==> config.mk <==
export PLATFORM = sky130hd
export DESIGN_NAME = ttc_top
export DESIGN_NICKNAME = d
export VERILOG_FILES = /design/src/inc/ttc_pkg.sv /design/src/rtl/ttc_top.sv
export SDC_FILE = /design/constraint.sdc
export NUM_CORES = 1
export LEC_CHECK = 0
export BUFFER_PORTS_ARGS = -buffer_cell sky130_fd_sc_hd__buf_4
export CAP_MARGIN = 10
export CORE_MARGIN = 2
export CORE_UTILIZATION = 48
export CTS_BUF_LIST = sky130_fd_sc_hd__clkbuf_16
export DETAILED_ROUTE_END_ITERATION = 8
export PLACE_DENSITY_LB_ADDON = 0.12
export REMOVE_ABC_BUFFERS = 1
export SLEW_MARGIN = 20
export SYNTH_ARGS = -nofsm -noshare
export SYNTH_HDL_FRONTEND = slang
export SYNTH_SLANG_ARGS = --single-unit
export TNS_END_PERCENT = 30
==> constraint.sdc <==
create_clock -name hclk -period 3.2 [get_ports hclk]
set_input_delay 0.16 -clock hclk [delete_from_list [all_inputs] [get_ports hclk]]
set_output_delay 0.16 -clock hclk [all_outputs]
set_load 0.02 [all_outputs]
==> src/inc/ttc_pkg.sv <==
// Package for the triple timer/counter unit: register map, field positions,
// machine-cycle phases and the packed state of the unit.
// Assumes one 200 MHz clock and an AHB-Lite master with single word transfers.
package ttc_pkg;

   // Clock and machine-cycle timing
   localparam int CLK_MHZ = 200;
   localparam int CLKS_PER_MCYCLE = 4;
   localparam logic [1:0] PH_C3 = 2'h2;
   localparam logic [1:0] PH_C4 = 2'h3;
   localparam logic [1:0] STD_DIV_LAST = 2'h2; // 3 machine cycles = 12 clocks

   // Word offsets (byte address = 4 x index)
   localparam logic [5:0] IDX_TIMER_CONTROL = 6'h00;
   localparam logic [5:0] IDX_TIMER_MODE = 6'h01;
   localparam logic [5:0] IDX_CLOCK_CONTROL = 6'h02;
   localparam logic [5:0] IDX_CNT_A_LOW = 6'h03;
   localparam logic [5:0] IDX_CNT_A_HIGH = 6'h04;
   localparam logic [5:0] IDX_CNT_B_LOW = 6'h05;
   localparam logic [5:0] IDX_CNT_B_HIGH = 6'h06;
   localparam logic [5:0] IDX_CNT_C_CONTROL = 6'h07;
   localparam logic [5:0] IDX_CNT_C_MODE = 6'h08;
   localparam logic [5:0] IDX_CNT_C_LOW = 6'h09;
   localparam logic [5:0] IDX_CNT_C_HIGH = 6'h0A;
   localparam logic [5:0] IDX_CAPTURE_LOW = 6'h0B;
   localparam logic [5:0] IDX_CAPTURE_HIGH = 6'h0C;

   // timer_control_reg fields
   localparam int TC_RUN_A = 4;
   localparam int TC_OVF_A = 5;
   localparam int TC_RUN_B = 6;
   localparam int TC_OVF_B = 7;
   // timer_mode_reg fields (A in low nibble, B in high nibble)
   localparam int TM_MODE_A = 0;
   localparam int TM_FUNC_A = 2;
   localparam int TM_GATE_A = 3;
   localparam int TM_MODE_B = 4;
   localparam int TM_FUNC_B = 6;
   localparam int TM_GATE_B = 7;
   localparam logic [1:0] MODE_13BIT = 2'h0;
   localparam logic [1:0] MODE_SPLIT = 2'h3;
   // clock_control_reg fields
   localparam int CK_TURBO_A = 3;
   localparam int CK_TURBO_B = 4;
   localparam int CK_TURBO_C = 5;
   // cnt_c_control_reg fields
   localparam int CC_CAP_SEL = 0;
   localparam int CC_SRC_SEL = 1;
   localparam int CC_RUN = 2;
   localparam int CC_EXT_EN = 3;
   localparam int CC_EXT_FLAG = 6;
   localparam int CC_OVF = 7;
   // cnt_c_mode_reg fields
   localparam int CM_AUTO_CLR = 3;

   // Sampled pin positions
   localparam int PIN_A = 0;
   localparam int PIN_B = 1;
   localparam int PIN_C = 2;
   localparam int PIN_CAP = 3;

   localparam logic [7:0] REG_RST = 8'h00;

   typedef struct packed {
      logic [1:0] phase;
      logic [1:0] div3;
      logic [3:0] samp;
      logic [3:0] pend;
      logic [7:0] timer_control_reg;
      logic [7:0] timer_mode_reg;
      logic [7:0] clock_control_reg;
      logic [7:0] cnt_a_low;
      logic [7:0] cnt_a_high;
      logic [7:0] cnt_b_low;
      logic [7:0] cnt_b_high;
      logic [7:0] cnt_c_control_reg;
      logic [7:0] cnt_c_mode_reg;
      logic [7:0] cnt_c_low;
      logic [7:0] cnt_c_high;
      logic [7:0] capture_low;
      logic [7:0] capture_high;
      logic wr_pend;
      logic [5:0] wr_idx;
      logic [31:0] rdata;
   } ttc_state_t;

endpackage

==> src/rtl/ttc_top.sv <==
// Triple timer/counter unit: counters A and B (13-bit and split modes) and
// counter C (capture mode), with an AHB-Lite register slave.
// Assumes pins are synchronous to hclk and one master doing word transfers.
//
// Summary of operation
// - Timer function of A and B counts clock divided by twelve or four.
// - Count pins sampled at C4; high then low sample is a falling edge.
// - Counts update at C3; a detected edge counts in the next machine cycle.
// - Function select bit 2 for A, bit 6 for B: 0 clock, 1 pin.
// - A and B each have two mode select bits, four modes.
// - Reset clears turbo bits (divide by twelve); set bit gives divide by four.
// - Mode 0 is 13 bits: high byte plus low five bits, upper three ignored.
// - Low bit 4 falling steps high byte; 13-bit wrap sets overflow flag.
// - Counting needs run bit and either gate qualify 0 or gate pin 1.
// - Counter B in mode 3 freezes and holds its count.
// - A mode 3: low byte is 8-bit counter with A's controls and flag.
// - A mode 3: high byte counts clock, uses B run bit and B flag.
// - With A in mode 3, B runs without run bit or flag; mode 3 stops it.
// - C counts pin edges or divided clock by source select, while run is 1.
// - C in capture mode counts 16 bits; wrap sets overflow flag, requests interrupt.
// - Capture pin falling edge with enable copies C into capture registers, sets flag.
// - Auto-clear bit 3 of C mode register clears C after each capture.
// - A and B overflow flags set at C3 of the overflowing machine cycle.
// - Vectoring to a timer routine clears A or B overflow flag.
// - C overflow and external flags cleared only by software.
//
// Decided for this implementation: the register addresses and the AHB-Lite slave port.
`timescale 1ns/1ps

module ttc_top (
   // Clock and reset
   input wire logic hclk,
   input wire logic hresetn,
   // AHB-Lite slave
   input wire logic hsel,
   input wire logic [31:0] haddr,
   input wire logic [1:0] htrans,
   input wire logic hwrite,
   input wire logic [2:0] hsize,
   input wire logic [31:0] hwdata,
   input wire logic hready,
   output logic hreadyout,
   output logic [31:0] hrdata,
   output logic hresp,
   // External pins
   input wire logic count_pin_a,
   input wire logic count_pin_b,
   input wire logic count_pin_c,
   input wire logic capture_pin,
   input wire logic gate_pin_a,
   input wire logic gate_pin_b,
   // Interrupt vector acknowledges, one-cycle pulses
   input wire logic vec_ack_a,
   input wire logic vec_ack_b,
   // Flag outputs
   output logic ovf_a,
   output logic ovf_b,
   output logic irq_c
);

   // All state lives in one packed struct, registered once per clock.
   // Limits: modes 1 and 2 of A and B, and the reload, baud-rate and
   // clock-out modes of C, are not built; in them the count holds.
   // A bus write to a count register wins over a step in the same cycle,
   // so software can load a running counter without a torn value.
   // Flags of A and B clear by acknowledge or software, C's by software only.
   ttc_pkg::ttc_state_t s;
   ttc_pkg::ttc_state_t next_s;

   // 13-bit step: {carry, high, low}; upper three low bits pass unchanged
   // Carry out of low bit 4 is what steps the high byte
   function automatic logic [16:0] inc13(input logic [7:0] hi, input logic [7:0] lo);
      logic [13:0] sum;
      sum = {1'b0, hi, lo[4:0]} + 14'h0001;
      return {sum[13], sum[12:5], lo[7:5], sum[4:0]};
   endfunction

   // 8-bit step: {carry, value}
   function automatic logic [8:0] inc8(input logic [7:0] v);
      logic [8:0] sum;
      sum = {1'b0, v} + 9'h001;
      return sum;
   endfunction

   // Time-base tick at C3: every machine cycle in turbo, else every third
   function automatic logic tbase(input logic turbo, input logic c3, input logic [1:0] dv);
      return c3 & (turbo | (dv == 2'h0));
   endfunction

   // Gate qualification of a counter's input
   // With gate qualify clear the pin is ignored
   function automatic logic gated(input logic run, input logic gate, input logic pin);
      return run & (~gate | pin);
   endfunction

   // Machine-cycle strobes and pin events
   logic c3;
   logic c4;
   logic [3:0] pins;
   logic [3:0] ev;

   // Time-base ticks
   logic tick_a;
   logic tick_b;
   logic tick_c;

   // Mode decode and qualified inputs
   logic a_split;
   logic [1:0] mode_a;
   logic [1:0] mode_b;
   logic en_a;
   logic en_b;
   logic in_a;
   logic in_b;
   logic in_c;

   // Flag set requests
   logic set_ovf_a;
   logic set_ovf_b;
   logic set_ovf_c;
   logic set_ext;

   // Adder results, carry on top
   logic [16:0] r13;
   logic [8:0] r8;
   logic [16:0] r16;

   // Bus decode
   logic addr_ok;
   logic [7:0] rd_byte;
   logic [7:0] wb;

   // Pin vector in the order of the pin positions
   assign pins = {capture_pin, count_pin_c, count_pin_b, count_pin_a};

   // Register read mux, shared by the address phase
   // Combinational, so the byte is ready when an address is taken
   always_comb begin
      unique case (haddr[7:2])
         ttc_pkg::IDX_TIMER_CONTROL: rd_byte = s.timer_control_reg;
         ttc_pkg::IDX_TIMER_MODE: rd_byte = s.timer_mode_reg;
         ttc_pkg::IDX_CLOCK_CONTROL: rd_byte = s.clock_control_reg;
         ttc_pkg::IDX_CNT_A_LOW: rd_byte = s.cnt_a_low;
         ttc_pkg::IDX_CNT_A_HIGH: rd_byte = s.cnt_a_high;
         ttc_pkg::IDX_CNT_B_LOW: rd_byte = s.cnt_b_low;
         ttc_pkg::IDX_CNT_B_HIGH: rd_byte = s.cnt_b_high;
         ttc_pkg::IDX_CNT_C_CONTROL: rd_byte = s.cnt_c_control_reg;
         ttc_pkg::IDX_CNT_C_MODE: rd_byte = s.cnt_c_mode_reg;
         ttc_pkg::IDX_CNT_C_LOW: rd_byte = s.cnt_c_low;
         ttc_pkg::IDX_CNT_C_HIGH: rd_byte = s.cnt_c_high;
         ttc_pkg::IDX_CAPTURE_LOW: rd_byte = s.capture_low;
         ttc_pkg::IDX_CAPTURE_HIGH: rd_byte = s.capture_high;
         default: rd_byte = 8'h00; // Unmapped words read as zero
      endcase
   end

   // Next-state logic of the whole unit
   always_comb begin
      next_s = s;
      c3 = (s.phase == ttc_pkg::PH_C3);
      c4 = (s.phase == ttc_pkg::PH_C4);
      set_ovf_a = 1'b0;
      set_ovf_b = 1'b0;
      set_ovf_c = 1'b0;
      set_ext = 1'b0;
      r13 = 17'h0_0000;
      r8 = 9'h000;
      r16 = 17'h0_0000;
      wb = hwdata[7:0];

      // Machine-cycle phase and divide-by-three of machine cycles
      // Phase zero is C1, free running from reset release
      next_s.phase = s.phase + 2'h1;
      if (c4) begin
         next_s.div3 = (s.div3 == ttc_pkg::STD_DIV_LAST) ? 2'h0 : s.div3 + 2'h1;
      end

      // Pins sampled once per machine cycle at C4
      // Samples clear at reset, so a pin low from reset gives no edge;
      // a pulse shorter than a machine cycle can slip between samples
      if (c4) begin
         next_s.samp = pins;
         next_s.pend = s.samp & ~pins; // High then low sample
      end
      // Edge from the previous machine cycle is applied at this C3
      // Events are strobes in the C3 cycle only
      ev = s.pend & {4{c3}};

      // Time bases, turbo bits choose 1/4 or 1/12
      // One shared divide-by-three keeps the time bases aligned
      tick_a = tbase(s.clock_control_reg[ttc_pkg::CK_TURBO_A], c3, s.div3);
      tick_b = tbase(s.clock_control_reg[ttc_pkg::CK_TURBO_B], c3, s.div3);
      tick_c = tbase(s.clock_control_reg[ttc_pkg::CK_TURBO_C], c3, s.div3);

      mode_a = s.timer_mode_reg[ttc_pkg::TM_MODE_A +: 2];
      mode_b = s.timer_mode_reg[ttc_pkg::TM_MODE_B +: 2];
      a_split = (mode_a == ttc_pkg::MODE_SPLIT);

      // Counted inputs: function select picks pin edge or time base
      // Gate pins taken as synchronous, no extra stage
      in_a = s.timer_mode_reg[ttc_pkg::TM_FUNC_A] ? ev[ttc_pkg::PIN_A] : tick_a;
      in_b = s.timer_mode_reg[ttc_pkg::TM_FUNC_B] ? ev[ttc_pkg::PIN_B] : tick_b;
      en_a = gated(s.timer_control_reg[ttc_pkg::TC_RUN_A],
                   s.timer_mode_reg[ttc_pkg::TM_GATE_A], gate_pin_a);
      // B loses its run bit while A is split
      en_b = gated(a_split | s.timer_control_reg[ttc_pkg::TC_RUN_B],
                   s.timer_mode_reg[ttc_pkg::TM_GATE_B], gate_pin_b);

      // Counter A; no step while disabled keeps value and flag
      // Modes 1 and 2 match neither branch, so the count holds
      if (mode_a == ttc_pkg::MODE_13BIT) begin
         if (en_a & in_a) begin
            r13 = inc13(s.cnt_a_high, s.cnt_a_low);
            {next_s.cnt_a_high, next_s.cnt_a_low} = r13[15:0];
            set_ovf_a = r13[16];
         end
      end else if (a_split) begin
         // Low byte with A's own controls
         // Its wrap sets A's flag, as in 13-bit mode
         if (en_a & in_a) begin
            r8 = inc8(s.cnt_a_low);
            next_s.cnt_a_low = r8[7:0];
            set_ovf_a = r8[8];
         end
         // High byte times clocks under B's run bit and flag
         // It ignores gate qualify and function select
         if (s.timer_control_reg[ttc_pkg::TC_RUN_B] & tick_a) begin
            r8 = inc8(s.cnt_a_high);
            next_s.cnt_a_high = r8[7:0];
            set_ovf_b = r8[8];
         end
      end

      // Counter B; mode 3 freezes it split A takes its flag
      // While A is split a wrap of B raises no flag
      if (mode_b == ttc_pkg::MODE_13BIT && en_b && in_b) begin
         r13 = inc13(s.cnt_b_high, s.cnt_b_low);
         {next_s.cnt_b_high, next_s.cnt_b_low} = r13[15:0];
         if (!a_split) begin
            set_ovf_b = r13[16];
         end
      end

      // Counter C in capture mode
      // Reload modes not built; with capture select clear C holds
      // The capture pin is only watched in capture mode
      in_c = s.cnt_c_control_reg[ttc_pkg::CC_SRC_SEL] ? ev[ttc_pkg::PIN_C] : tick_c;
      if (s.cnt_c_control_reg[ttc_pkg::CC_CAP_SEL]) begin
         if (s.cnt_c_control_reg[ttc_pkg::CC_RUN] & in_c) begin
            r16 = {1'b0, s.cnt_c_high, s.cnt_c_low} + 17'h0_0001;
            {next_s.cnt_c_high, next_s.cnt_c_low} = r16[15:0];
            set_ovf_c = r16[16];
         end
         // External capture of the value held this cycle
         // The copy takes the value before this cycle's step
         if (s.cnt_c_control_reg[ttc_pkg::CC_EXT_EN] & ev[ttc_pkg::PIN_CAP]) begin
            next_s.capture_low = s.cnt_c_low;
            next_s.capture_high = s.cnt_c_high;
            set_ext = 1'b1;
            if (s.cnt_c_mode_reg[ttc_pkg::CM_AUTO_CLR]) begin
               next_s.cnt_c_low = 8'h00;
               next_s.cnt_c_high = 8'h00;
            end
         end
      end

      // Bus write lands in the data phase; a count write overrides a step
      // Unmapped words are dropped without a bus error
      next_s.wr_pend = 1'b0;
      if (s.wr_pend) begin
         unique case (s.wr_idx)
            ttc_pkg::IDX_TIMER_CONTROL: next_s.timer_control_reg = wb;
            ttc_pkg::IDX_TIMER_MODE: next_s.timer_mode_reg = wb;
            ttc_pkg::IDX_CLOCK_CONTROL: next_s.clock_control_reg = wb;
            ttc_pkg::IDX_CNT_A_LOW: next_s.cnt_a_low = wb;
            ttc_pkg::IDX_CNT_A_HIGH: next_s.cnt_a_high = wb;
            ttc_pkg::IDX_CNT_B_LOW: next_s.cnt_b_low = wb;
            ttc_pkg::IDX_CNT_B_HIGH: next_s.cnt_b_high = wb;
            ttc_pkg::IDX_CNT_C_CONTROL: next_s.cnt_c_control_reg = wb;
            ttc_pkg::IDX_CNT_C_MODE: next_s.cnt_c_mode_reg = wb;
            ttc_pkg::IDX_CNT_C_LOW: next_s.cnt_c_low = wb;
            ttc_pkg::IDX_CNT_C_HIGH: next_s.cnt_c_high = wb;
            ttc_pkg::IDX_CAPTURE_LOW: next_s.capture_low = wb;
            ttc_pkg::IDX_CAPTURE_HIGH: next_s.capture_high = wb;
            default: next_s.wr_pend = 1'b0; // Unmapped write is dropped
         endcase
      end

      // Flags: acknowledge or software clears, hardware set wins
      // Sets come last, so no overflow is lost to a clear
      if (vec_ack_a) begin
         next_s.timer_control_reg[ttc_pkg::TC_OVF_A] = 1'b0;
      end
      if (vec_ack_b) begin
         next_s.timer_control_reg[ttc_pkg::TC_OVF_B] = 1'b0;
      end
      if (set_ovf_a) begin
         next_s.timer_control_reg[ttc_pkg::TC_OVF_A] = 1'b1;
      end
      if (set_ovf_b) begin
         next_s.timer_control_reg[ttc_pkg::TC_OVF_B] = 1'b1;
      end
      // C flags are never cleared here, only by a software write
      if (set_ovf_c) begin
         next_s.cnt_c_control_reg[ttc_pkg::CC_OVF] = 1'b1;
      end
      if (set_ext) begin
         next_s.cnt_c_control_reg[ttc_pkg::CC_EXT_FLAG] = 1'b1;
      end

      // AHB-Lite address phase; zero wait states, read data registered here
      // Size is not checked: every access is one word, low byte used
      // A write leaves zero in the read data register
      addr_ok = hsel & htrans[1] & hready;
      if (addr_ok) begin
         next_s.wr_pend = hwrite;
         next_s.wr_idx = haddr[7:2];
         next_s.rdata = hwrite ? 32'h0000_0000 : {24'h00_0000, rd_byte};
      end
   end

   // Single state register; turbo bits and all else clear at reset
   // Constants only in the reset branch
   always_ff @(posedge hclk or negedge hresetn) begin
      if (!hresetn) begin
         s <= '0;
      end else begin
         s <= next_s;
      end
   end

   // Outputs
   // Handshake outputs constant, flags straight from state
   assign hreadyout = 1'b1; // Never stalls
   assign hresp = 1'b0; // Always OKAY
   assign hrdata = s.rdata;
   assign ovf_a = s.timer_control_reg[ttc_pkg::TC_OVF_A];
   assign ovf_b = s.timer_control_reg[ttc_pkg::TC_OVF_B];
   assign irq_c = s.cnt_c_control_reg[ttc_pkg::CC_OVF] |
                  s.cnt_c_control_reg[ttc_pkg::CC_EXT_FLAG];

endmodule // ttc_top

==> metrics.cfg, run 1 <==
[status]
outcome = complete, no violations

[global_route]
met1_usage_pct = 35.0
grt_pass1_wl_mm = 31.2
gr-usage-met2_pct = 40.2
grt_use_total_pct = 25.4
grt_pass1_vias = 5494
antenna_found_initial = 0
grt_max_degree = 92
use_met3_pct = 4.69
gr-total-overflow = 0
top_usage_layer = met2

[pwr]
power.leakage_nw = 3.54
p_per_area_nw_per_um2 = 602
p_clk_share_pct = 40.3
swShare_pct = 29.8
finalPower_mw = 4.99
worst_ir_drop_vdd_v = 0.000410
switchingPower_mw = 1.49
intPower_mw = 3.50
seq_power_share_pct = 43.6
pwr-share-comb_pct = 16.1

[critical_path]
critPathLaunchType = flop
end_kind = flop
worst_ep_required_time_ps = 3550
critPathMaxFanout = 6
arrival_ps = 2790
worstSetupPathType = reg2reg

[timing]
tns_ps = 0
rsz0062_at_grt = false
skew_ps = 6.98
holdWs_ps = 37.9
finalHoldViolCount = 0
relSlewSlack_pct = 38.6
min_period_ps = 2440
tightest_slew_ps = 918
report.final.slew_viol_count = 0
fmax_mhz = 410
min_period_over_period_pct = 76.3
setup_violations = 0
worst_slack_ps = 759

[logic_synthesis]
ys_types = 59
synth_edf_count = 0
synthArstFlopShare_pct = 100
synth_cells = 707
synth_area_per_cell_um2 = 10.3
seq_area_frac_synth_pct = 44.9
ys.flop_type = dfrtp_1
syn_area_um2 = 7290
synth-seq-cells = 131
ys_warn_count = 0

[routing]
drt-initial-drc-count = 454
firstDrtPassIters = 5
drc = 0
wl_mm = 19.6
viasPerCell = 5.91
wl_per_cell_um = 20.8
ant_nets = 0
via_count = 5569

[cts]
cts_made_buffers = 17
cts_sinks = 131
clk-insertion-delay-late_ps = 420
cts_tree = done
path_clk_slew_ps = 60
root_buffer = clkbuf_16
htree_levels = 4
clk_path_buf_depth = 2

[floorplan]
die_area_um2 = 16200
die_x_um = 127
die_h_um = 127
rows = 45
start_util_pct = 48.5
io_pins = 119
design.core.area_um2 = 15000

[placed_design]
placedCellCount = 901
gp_congestion = 0.857
pre_cts_slack_ps = 753
dp_hpwl_mm = 13.5
port_buffers = 38
placed_cell_area_um2 = 7600

[cells_and_area]
area_delta_synth_final_pct = 13.8
final_util_pct = 55.2
num_antenna_cells = 0
fin_cells = 942
fin_area_um2 = 8300
drive_above_1_share_pct = 22.4
finalNetCount = 829

[job]
cap_viol_max_count = 0

[worst_hold_path]
hold_path_class = in2reg

logic make-up (layout without fill, tap and decap cells):
logic type | Yosys count | after routing | synth area share [%]
buffers and inverters | 85 | 108 | 6.52
other | 2 | 26 | 0.103
multiplexers | 97 | 97 | 16.9
AND/OR/NAND/NOR | 220 | 220 | 14.8
flip-flops | 131 | 131 | 44.9
XOR/XNOR | 40 | 40 | 4.80
AO/OA/AOI/OAI | 126 | 126 | 10.9
adder cells (fa/ha/maj) | 6 | 6 | 1.03
final cells by class:
| cell class | instances | area [um^2] |
|---|---|---|
| clock buffers | 17 | 425 |
| clock inverters | 15 | 185 |
| fillers | 1351 | 6740 |
| inverters | 16 | 60.1 |
| multi-input cells | 515 | 3640 |
| flip-flops and latches | 131 | 3280 |
| well taps | 188 | 235 |
| repair buffers | 60 | 477 |
critical path: stages, from the launching register on:
cell and delay (ps):
dfrtp_1 380, inv_1 80, ha_1 310, and2_2 200, o311ai_0 210, nor3_1 670, nand4_1 190, xor2_1 180
o21ai_0 140
state kept, by name, indices dropped and copies added (netlist names):
register,cells
ovf_a,1
s,117
mode_a,2
ovf_b,1
mode_b,2
hrdata,8
Yosys cell counts (2+ instances only):
cell type	count	share of area (%)
buf_1	2	0.10
nor3b_1	3	0.31
nor3b_2	2	0.34
mux2_2	57	8.8
or2_2	5	0.43
nand3_1	29	2.0
conb_1	2	0.10
mux2i_1	25	3.4
clkbuf_1	27	1.4
a22oi_1	13	1.3
o21a_1	3	0.31
o21ai_1	2	0.14
nand2_1	85	4.4
buf_2	2	0.14
and3_1	9	0.77
o211ai_1	4	0.41
buf_6	3	0.46
nor3_1	8	0.55
o21ai_0	58	4.0
mux4_2	15	4.6
a21oi_1	16	1.1
nand4_1	10	0.86
ha_1	6	1.0
inv_1	16	0.82
o31ai_1	2	0.21
dfrtp_1	131	45
and4_1	2	0.24
a21o_1	2	0.21
nor2_1	39	2.0
nand3b_1	6	0.62
xor2_1	25	3.0
xnor2_1	15	1.8
nor2b_1	2	0.17
a22o_1	11	1.3
nor4_1	4	0.34
and2_1	2	0.17
nand2b_1	5	0.43
a31oi_1	4	0.34
buf_4	35	3.6
path summary, 6_finish.rpt:
path                             startpoint                end  slack [ps]  cells after the start
min                                haddr[5]  s[35]$_DFFE_PN0P_          40                      2
min in group asynchronous           hresetn  s[77]$_DFFE_PN0P_         400                      2
max in group asynchronous           hresetn    s[45]$_DFF_PN0_        1950                      3
min reg2reg                s[153]$_DFF_PN0_   s[153]$_DFF_PN0_         460                      1
max                        s[153]$_DFF_PN0_    s[62]$_DFF_PN0_         760                      8
max reg2reg                s[153]$_DFF_PN0_    s[62]$_DFF_PN0_         760                      8
routing by layer:
layer  part of all wire, %  vias up  wire length (um)
met5                     0        -                 0
met4                   2.8        0               546
met3                   4.8       35               943
met2                    46      200              9080
met1                    46     2816              9060
li1                      -     2518                 -
power by group through the flow:
stage	registers, mW	clock network, mW	logic, mW
finish	2.18	2.01	0.804
global route	2.21	2.12	0.890
CTS	2.16	2.04	0.806
detailed placement	2.19	0	0.792
global placement	2.18	0	0.767
floorplan	2.09	0	0.553
placed cells by master, fill, tap and decap left out, types with 6 or more instances in the layout:
cell	n
nor2_1	39
mux2i_1	25
dlygate4sd3_1	9
xnor2_1	15
nand3b_1	6
nor3_1	8
mux2_2	57
inv_1	17
clkbuf_16	17
o21ai_0	58
buf_4	50
a22oi_1	13
ha_1	6
nand3_1	29
a22o_1	11
a21oi_1	16
xor2_1	25
mux4_2	15
conb_1	26
nand4_1	10
dfrtp_1	131
and3_1	9
nand2_1	85
repair_timing:
action	in CTS	in global routing
setup buffers	0	0
endpoints found under the hold margin	97	0
resized for setup	0	0
hold buffers	9	0
Power figures use the tool's default switching activity.
==> inputs of run 2 (changes only) <==
Settings changed: ABC_AREA set to 1.
Clock period 3.2 ns to 2.55 ns, I/O delays scaled along.
==> metrics.cfg, run 2 <==
[placed_design]
port_buffers = 38
gp_congestion = 1.02
dp_hpwl_mm = 18.1

[floorplan]
die_area_um2 = 17200
rows = 46
design.core.area_um2 = 15800
io_pins = 119
start_util_pct = 49.0
die_h_um = 131
die_x_um = 131

[logic_synthesis]
yosys.area.top_type = dfrtp_1
synth_common_cells = 314 x nand2_1, 131 x dfrtp_1, 115 x inv_1
synth_edf_count = 0
synth-simple-area-share_pct = 29.9
synth_area_leaders = dfrtp_1 42%, nand2_1 15%, o21ai_0 7.2%, inv_1 5.6%, nor2_1 5.0%
ys_types = 41
synth_top_family_by_area = simple AND/OR/NAND/NOR gates
synth-compound-area-share_pct = 13.6
ys.flop_type = dfrtp_1
synth_mux_area_share_pct = 0
seq_area_frac_synth_pct = 42.3
synthArstFlopShare_pct = 100
synth-seq-cells = 131
yosysMostFrequentCell = nand2_1
synthAdderAreaFrac_pct = 0.969
synth_xor_area_share_pct = 1.92
ys_warn_count = 0
syn_area_um2 = 7750
synth_area_per_cell_um2 = 7.16
synth_top_cell_area_share_pct = 42.3
synth_cells = 1083

[pwr]
p_per_area_nw_per_um2 = 778
p_clk_share_pct = 39.1
power.leakage_nw = 4.29
swShare_pct = 32.6
switchingPower_mw = 2.24
pwr-share-comb_pct = 19.6
finalPower_mw = 6.88
intPower_mw = 4.64
worst_ir_drop_vdd_v = 0.000533
seq_power_share_pct = 41.3

[cts]
cts_sinks = 131
clk-insertion-delay-late_ps = 430
cts_setup_buffers = 0
root_buffer = clkbuf_16
clk_path_buf_depth = 2
cts_tree = done
path_clk_slew_ps = 60
cts_made_buffers = 17
htree_levels = 4

[worst_hold_path]
min_from = haddr[3]
holdPathStages = 3
hold_path_class = in2reg
holdPathEnd = s[33]$_DFFE_PN0P_

[global_route]
grt_pass1_wl_mm = 37.9
met1_usage_pct = 41.1
gr-usage-met2_pct = 47.6
grt_max_degree = 59
grt_use_total_pct = 30.1
antenna_found_initial = 1
use_met3_pct = 6.37
grt_pass1_vias = 6766
top_usage_layer = met2
gr-total-overflow = 0

[timing]
setup_violations = 0
report.final.slew_viol_count = 0
fmax_mhz = 476
tns_ps = 0
min_period_ps = 2100
tightest_slew_ps = 710
min_period_over_period_pct = 82.4
rsz0062_at_grt = false
skew_ps = 8.93
relSlewSlack_pct = 52.5
finalHoldViolCount = 0

[routing]
drt-initial-drc-count = 600
ant_nets = 0
via_count = 7180
wl_per_cell_um = 17.9
viasPerCell = 5.29
firstDrtPassIters = 5
drc = 0
wl_mm = 24.3

[cells_and_area]
layout_commonest_cell = nand2_1
regMostFlops = s
largest_register_ffs = 117
finalNetCount = 1216
area_delta_synth_final_pct = 14.1
drive_above_1_share_pct = 11.7
num_antenna_cells = 0
final_cell_mix = 314 x nand2_1, 131 x dfrtp_1, 116 x inv_1, 112 x o21ai_0, 102 x nor2_1

[critical_path]
rr_endpoint = s[65]$_DFF_PN0_
critPathMaxFanout = 11
worstSetupPathType = reg2reg
end_kind = flop
cpMaxStageDelayCell = dfrtp_1
arrival_ps = 2400
critical-path-top-delay-family = simple AND/OR/NAND/NOR gates
rr_worst_depth = 9
worst_ep_required_time_ps = 2840
critPathLaunchType = flop
slowest_delay_ps = 380
cp_num_buf_inv = 2
r2r_slack_ps = 450
r2r_start = s[153]$_DFF_PN0_
path_cells = inv_1 -> ha_1 -> nand3_1 -> nor2_2 -> nand2_1 -> nand2_1 -> inv_2 -> nand3_1 -> o21ai_0

[status]
outcome = complete, no violations

[job]
cap_viol_max_count = 0

## run 2: cell count changes after synthesis, moves of 13 or more
cell | previous run | this run
nor2_2 | 1 | 18
mux2_2 | 57 | 0
o22ai_1 | 0 | 23
nand3_1 | 29 | 73
nor2_1 | 39 | 103
inv_1 | 16 | 115
clkbuf_1 | 27 | 7
xnor2_1 | 15 | 0
nand2_1 | 85 | 314
o21ai_0 | 58 | 112
inv_2 | 0 | 21
mux4_2 | 15 | 0
a22oi_1 | 13 | 0
mux2i_1 | 25 | 0
## run 2: area by class of cell
cell class	count	area, um^2
Clock buffer	17	425
Tap cell	216	270
Inverter	138	518
Multi-Input combinational cell	785	3700
Sequential cell	131	3280
Clock inverter	15	213
Timing Repair Buffer	55	439
Fill cell	1568	6990
## run 2: routing by layer
layer	wire length (um)	vias to the layer above	part of all wire, %
met3	1850	57	7.6
li1	-	3509	-
met2	11100	265	46
met4	786	2	3.2
met1	10500	3347	43
met5	10	-	0.041
## run 2: power by group through the flow
stage	logic, mW	registers (mW)	clock network [mW]
after floorplan	0.904	2.75	0
after global placement	1.28	2.85	0
after detailed placement	1.31	2.86	0
after CTS	1.33	2.83	2.72
after global routing	1.53	2.89	2.80
final	1.35	2.84	2.69
## run 2: logic make-up after synthesis
family | after synthesis
AND/OR/NAND/NOR | 546
buffers and inverters | 191
AO/OA/AOI/OAI | 190
flip-flops | 131
XOR/XNOR | 17
adder cells (fa/ha/maj) | 6
other | 2
## run 2: tightest hold or removal path: stages
cell and delay, ps:
buf_4 130, inv_1 60, o21ai_0 80
## run 2: worst max path at each step
stage	slack (ps)	startpoint	endpoint	depth (start not counted)
5_1_grt	290	s[153]$_DFF_PN0_	s[115]$_DFF_PN0_	11
3_3_place_gp	580	s[153]$_DFF_PN0_	s[65]$_DFF_PN0_	9
4_1_cts	450	s[153]$_DFF_PN0_	s[65]$_DFF_PN0_	9
6_report	450	s[153]$_DFF_PN0_	s[65]$_DFF_PN0_	9
2_1_floorplan	220	s[153]$_DFF_PN0_	s[67]$_DFF_PN0_	9
3_5_place_dp	490	s[153]$_DFF_PN0_	s[65]$_DFF_PN0_	9
## run 2: metrics by stage
stage          util [%]  instance area [um^2]  setup WS [ps]  hold WS, ps  instances
2_1_floorplan         -                  7490            218         -168       1054
3_3_place_gp       51.2                  8110            579          142       1316
3_5_place_dp       51.2                  8110            486          140       1316
4_1_cts            55.8                  8840            450         5.40       1357
5_1_grt            55.8                  8840            287         22.8       1357
6_report           55.8                  8840            448         18.8       1357
## run 2: what timing repair did
item / in CTS / in global routing
resized for setup: 0 / 0
hold endpoints to repair: 65 / 0
hold buffers: 9 / 0
==> inputs of run 3 (changes only) <==
Clock period 2.55 ns to 2.16 ns, I/O delays scaled along.
==> metrics.cfg, run 3 (synthesized netlist as in run 2, its figures left out) <==
[critical_path]
r2r_start = s[153]$_DFF_PN0_
worst_ep_required_time_ps = 2490
r2r_slack_ps = 190
worstSetupPathType = reg2reg
critPathMaxFanout = 7
rr_endpoint = s[115]$_DFF_PN0_
path_cells = inv_1 -> ha_1 -> a21oi_1 -> nor2_2 -> nand2_1 -> inv_2 -> nand2_2 -> nor2_1 -> nand3_1 -> nand3_1 -> nand2_1
cp_num_buf_inv = 2
critPathLaunchType = flop
arrival_ps = 2290
cpMaxStageDelayCell = dfrtp_1
end_kind = flop
rr_worst_depth = 11
slowest_delay_ps = 380
critical-path-top-delay-family = simple AND/OR/NAND/NOR gates

[routing]
wl_per_cell_um = 17.9
drt-initial-drc-count = 674
ant_nets = 0
drc = 0
viasPerCell = 5.33
via_count = 7300
firstDrtPassIters = 6
wl_mm = 24.5

[floorplan]
io_pins = 119
die_x_um = 131
rows = 46
start_util_pct = 49.0
die_h_um = 131
die_area_um2 = 17200
design.core.area_um2 = 15800

[timing]
worst_slack_ps = 193
relSlewSlack_pct = 50.3
skew_ps = 8.16
finalHoldViolCount = 0
setup_violations = 0
rsz0062_at_grt = false
fmax_mhz = 508
tightest_slew_ps = 744
holdWs_ps = 9.99
min_period_ps = 1970
min_period_over_period_pct = 91.0
report.final.slew_viol_count = 0

[pwr]
switchingPower_mw = 2.71
power.leakage_nw = 4.32
swShare_pct = 33.9
seq_power_share_pct = 41.9
p_per_area_nw_per_um2 = 896
intPower_mw = 5.28
worst_ir_drop_vdd_v = 0.000653
p_clk_share_pct = 37.8
pwr-share-comb_pct = 20.3

[global_route]
gr-usage-met2_pct = 46.9
use_met3_pct = 7.95
antenna_found_initial = 0
grt_use_total_pct = 30.0
grt_pass1_wl_mm = 37.6
top_usage_layer = met2
grt_pass1_vias = 6820
grt_max_degree = 59
gr-total-overflow = 0
met1_usage_pct = 39.8

[worst_hold_path]
min_from = haddr[3]
hold_path_class = in2reg
holdPathStages = 3
holdPathEnd = s[33]$_DFFE_PN0P_

[cells_and_area]
drive_above_1_share_pct = 12.2
area_delta_synth_final_pct = 15.1
largest_register_ffs = 117
finalNetCount = 1227
regMostFlops = s
fillers = 1550
final_cell_mix = 314 x nand2_1, 131 x dfrtp_1, 115 x inv_1, 112 x o21ai_0, 102 x nor2_1
layout_commonest_cell = nand2_1
fin_area_um2 = 8920

[cts]
path_clk_slew_ps = 60
clk_path_buf_depth = 2
cts_made_buffers = 17
htree_levels = 4
ctsResizeCount = 0
root_buffer = clkbuf_16
cts_sinks = 131
cts_tree = done
cts_setup_buffers = 0
clk-insertion-delay-late_ps = 440

[job]
cap_viol_max_count = 0

[placed_design]
placed_cell_area_um2 = 8160
gp_congestion = 0.947
port_buffers = 38
pre_cts_slack_ps = 206
dp_hpwl_mm = 17.9

[status]
outcome = complete, no violations

-- run 3: changes by cell type in the layout (fill, tap and decap cells not counted), sizes merged --
cell / delta
buf: +5
dlygate4sd3: +6
clkinv: -1
clkinvlp: +1
bufinv: -2
diode: +1
inv: +2
-- run 3: cell type report --
type	instances	area, um^2	area share (%)
Sequential cell	131	3280	36.8
Clock buffer	17	425	4.77
Tap cell	216	270	3.03
Antenna cell	1	2.50	0.0281
Timing Repair Buffer	66	549	6.16
Multi-Input combinational cell	785	3700	41.4
Inverter	138	518	5.81
Clock inverter	15	180	2.02
-- run 3: layer usage --
metal  wire [um]  vias to the layer above  share of wire, %
met2       11200                      270                46
li1            -                     3548                 -
met5           0                        -                 0
met1       10500                     3428                43
met3        1990                       54               8.1
met4         741                        0               3.0
-- run 3: power groups by stage --
stage / clock, mW / sequential (mW) / combinational [mW]
floorplan: 0 / 3.25 / 1.07
global placement: 0 / 3.36 / 1.53
detailed placement: 0 / 3.36 / 1.56
CTS: 3.05 / 3.33 / 1.60
global route: 3.18 / 3.40 / 1.83
finish: 3.02 / 3.34 / 1.62
-- run 3: worst min-delay path: stages --
cell	delay [ps]
buf_4	130
inv_1	70
o21ai_0	80
-- run 3: timing repair --
item,CTS,global route
hold buffers,15,0
endpoints found under the hold margin,82,0
endpoints found under the setup margin,0,0
-- run 3: metrics by stage --
stage          power, mW  util (%)  TNS (ps)  cells
2_1_floorplan       4.32         -     -2140   1054
3_3_place_gp        4.89      51.6         0   1321
3_5_place_dp        4.92      51.6         0   1321
4_1_cts             7.98      56.3         0   1368
5_1_grt             8.41      56.3         0   1368
6_report            7.99      56.4         0   1369
-- run 3: worst max path at each step --
stage	from	endpoint	slack, ps	cells after the start
detailed placement	s[153]$_DFF_PN0_	s[115]$_DFF_PN0_	210	11
floorplan	s[153]$_DFF_PN0_	s[67]$_DFF_PN0_	-170	9
CTS	s[153]$_DFF_PN0_	s[115]$_DFF_PN0_	190	11
finish	s[153]$_DFF_PN0_	s[115]$_DFF_PN0_	190	11
global route	s[153]$_DFF_PN0_	s[115]$_DFF_PN0_	4	11
global placement	s[153]$_DFF_PN0_	s[115]$_DFF_PN0_	240	11
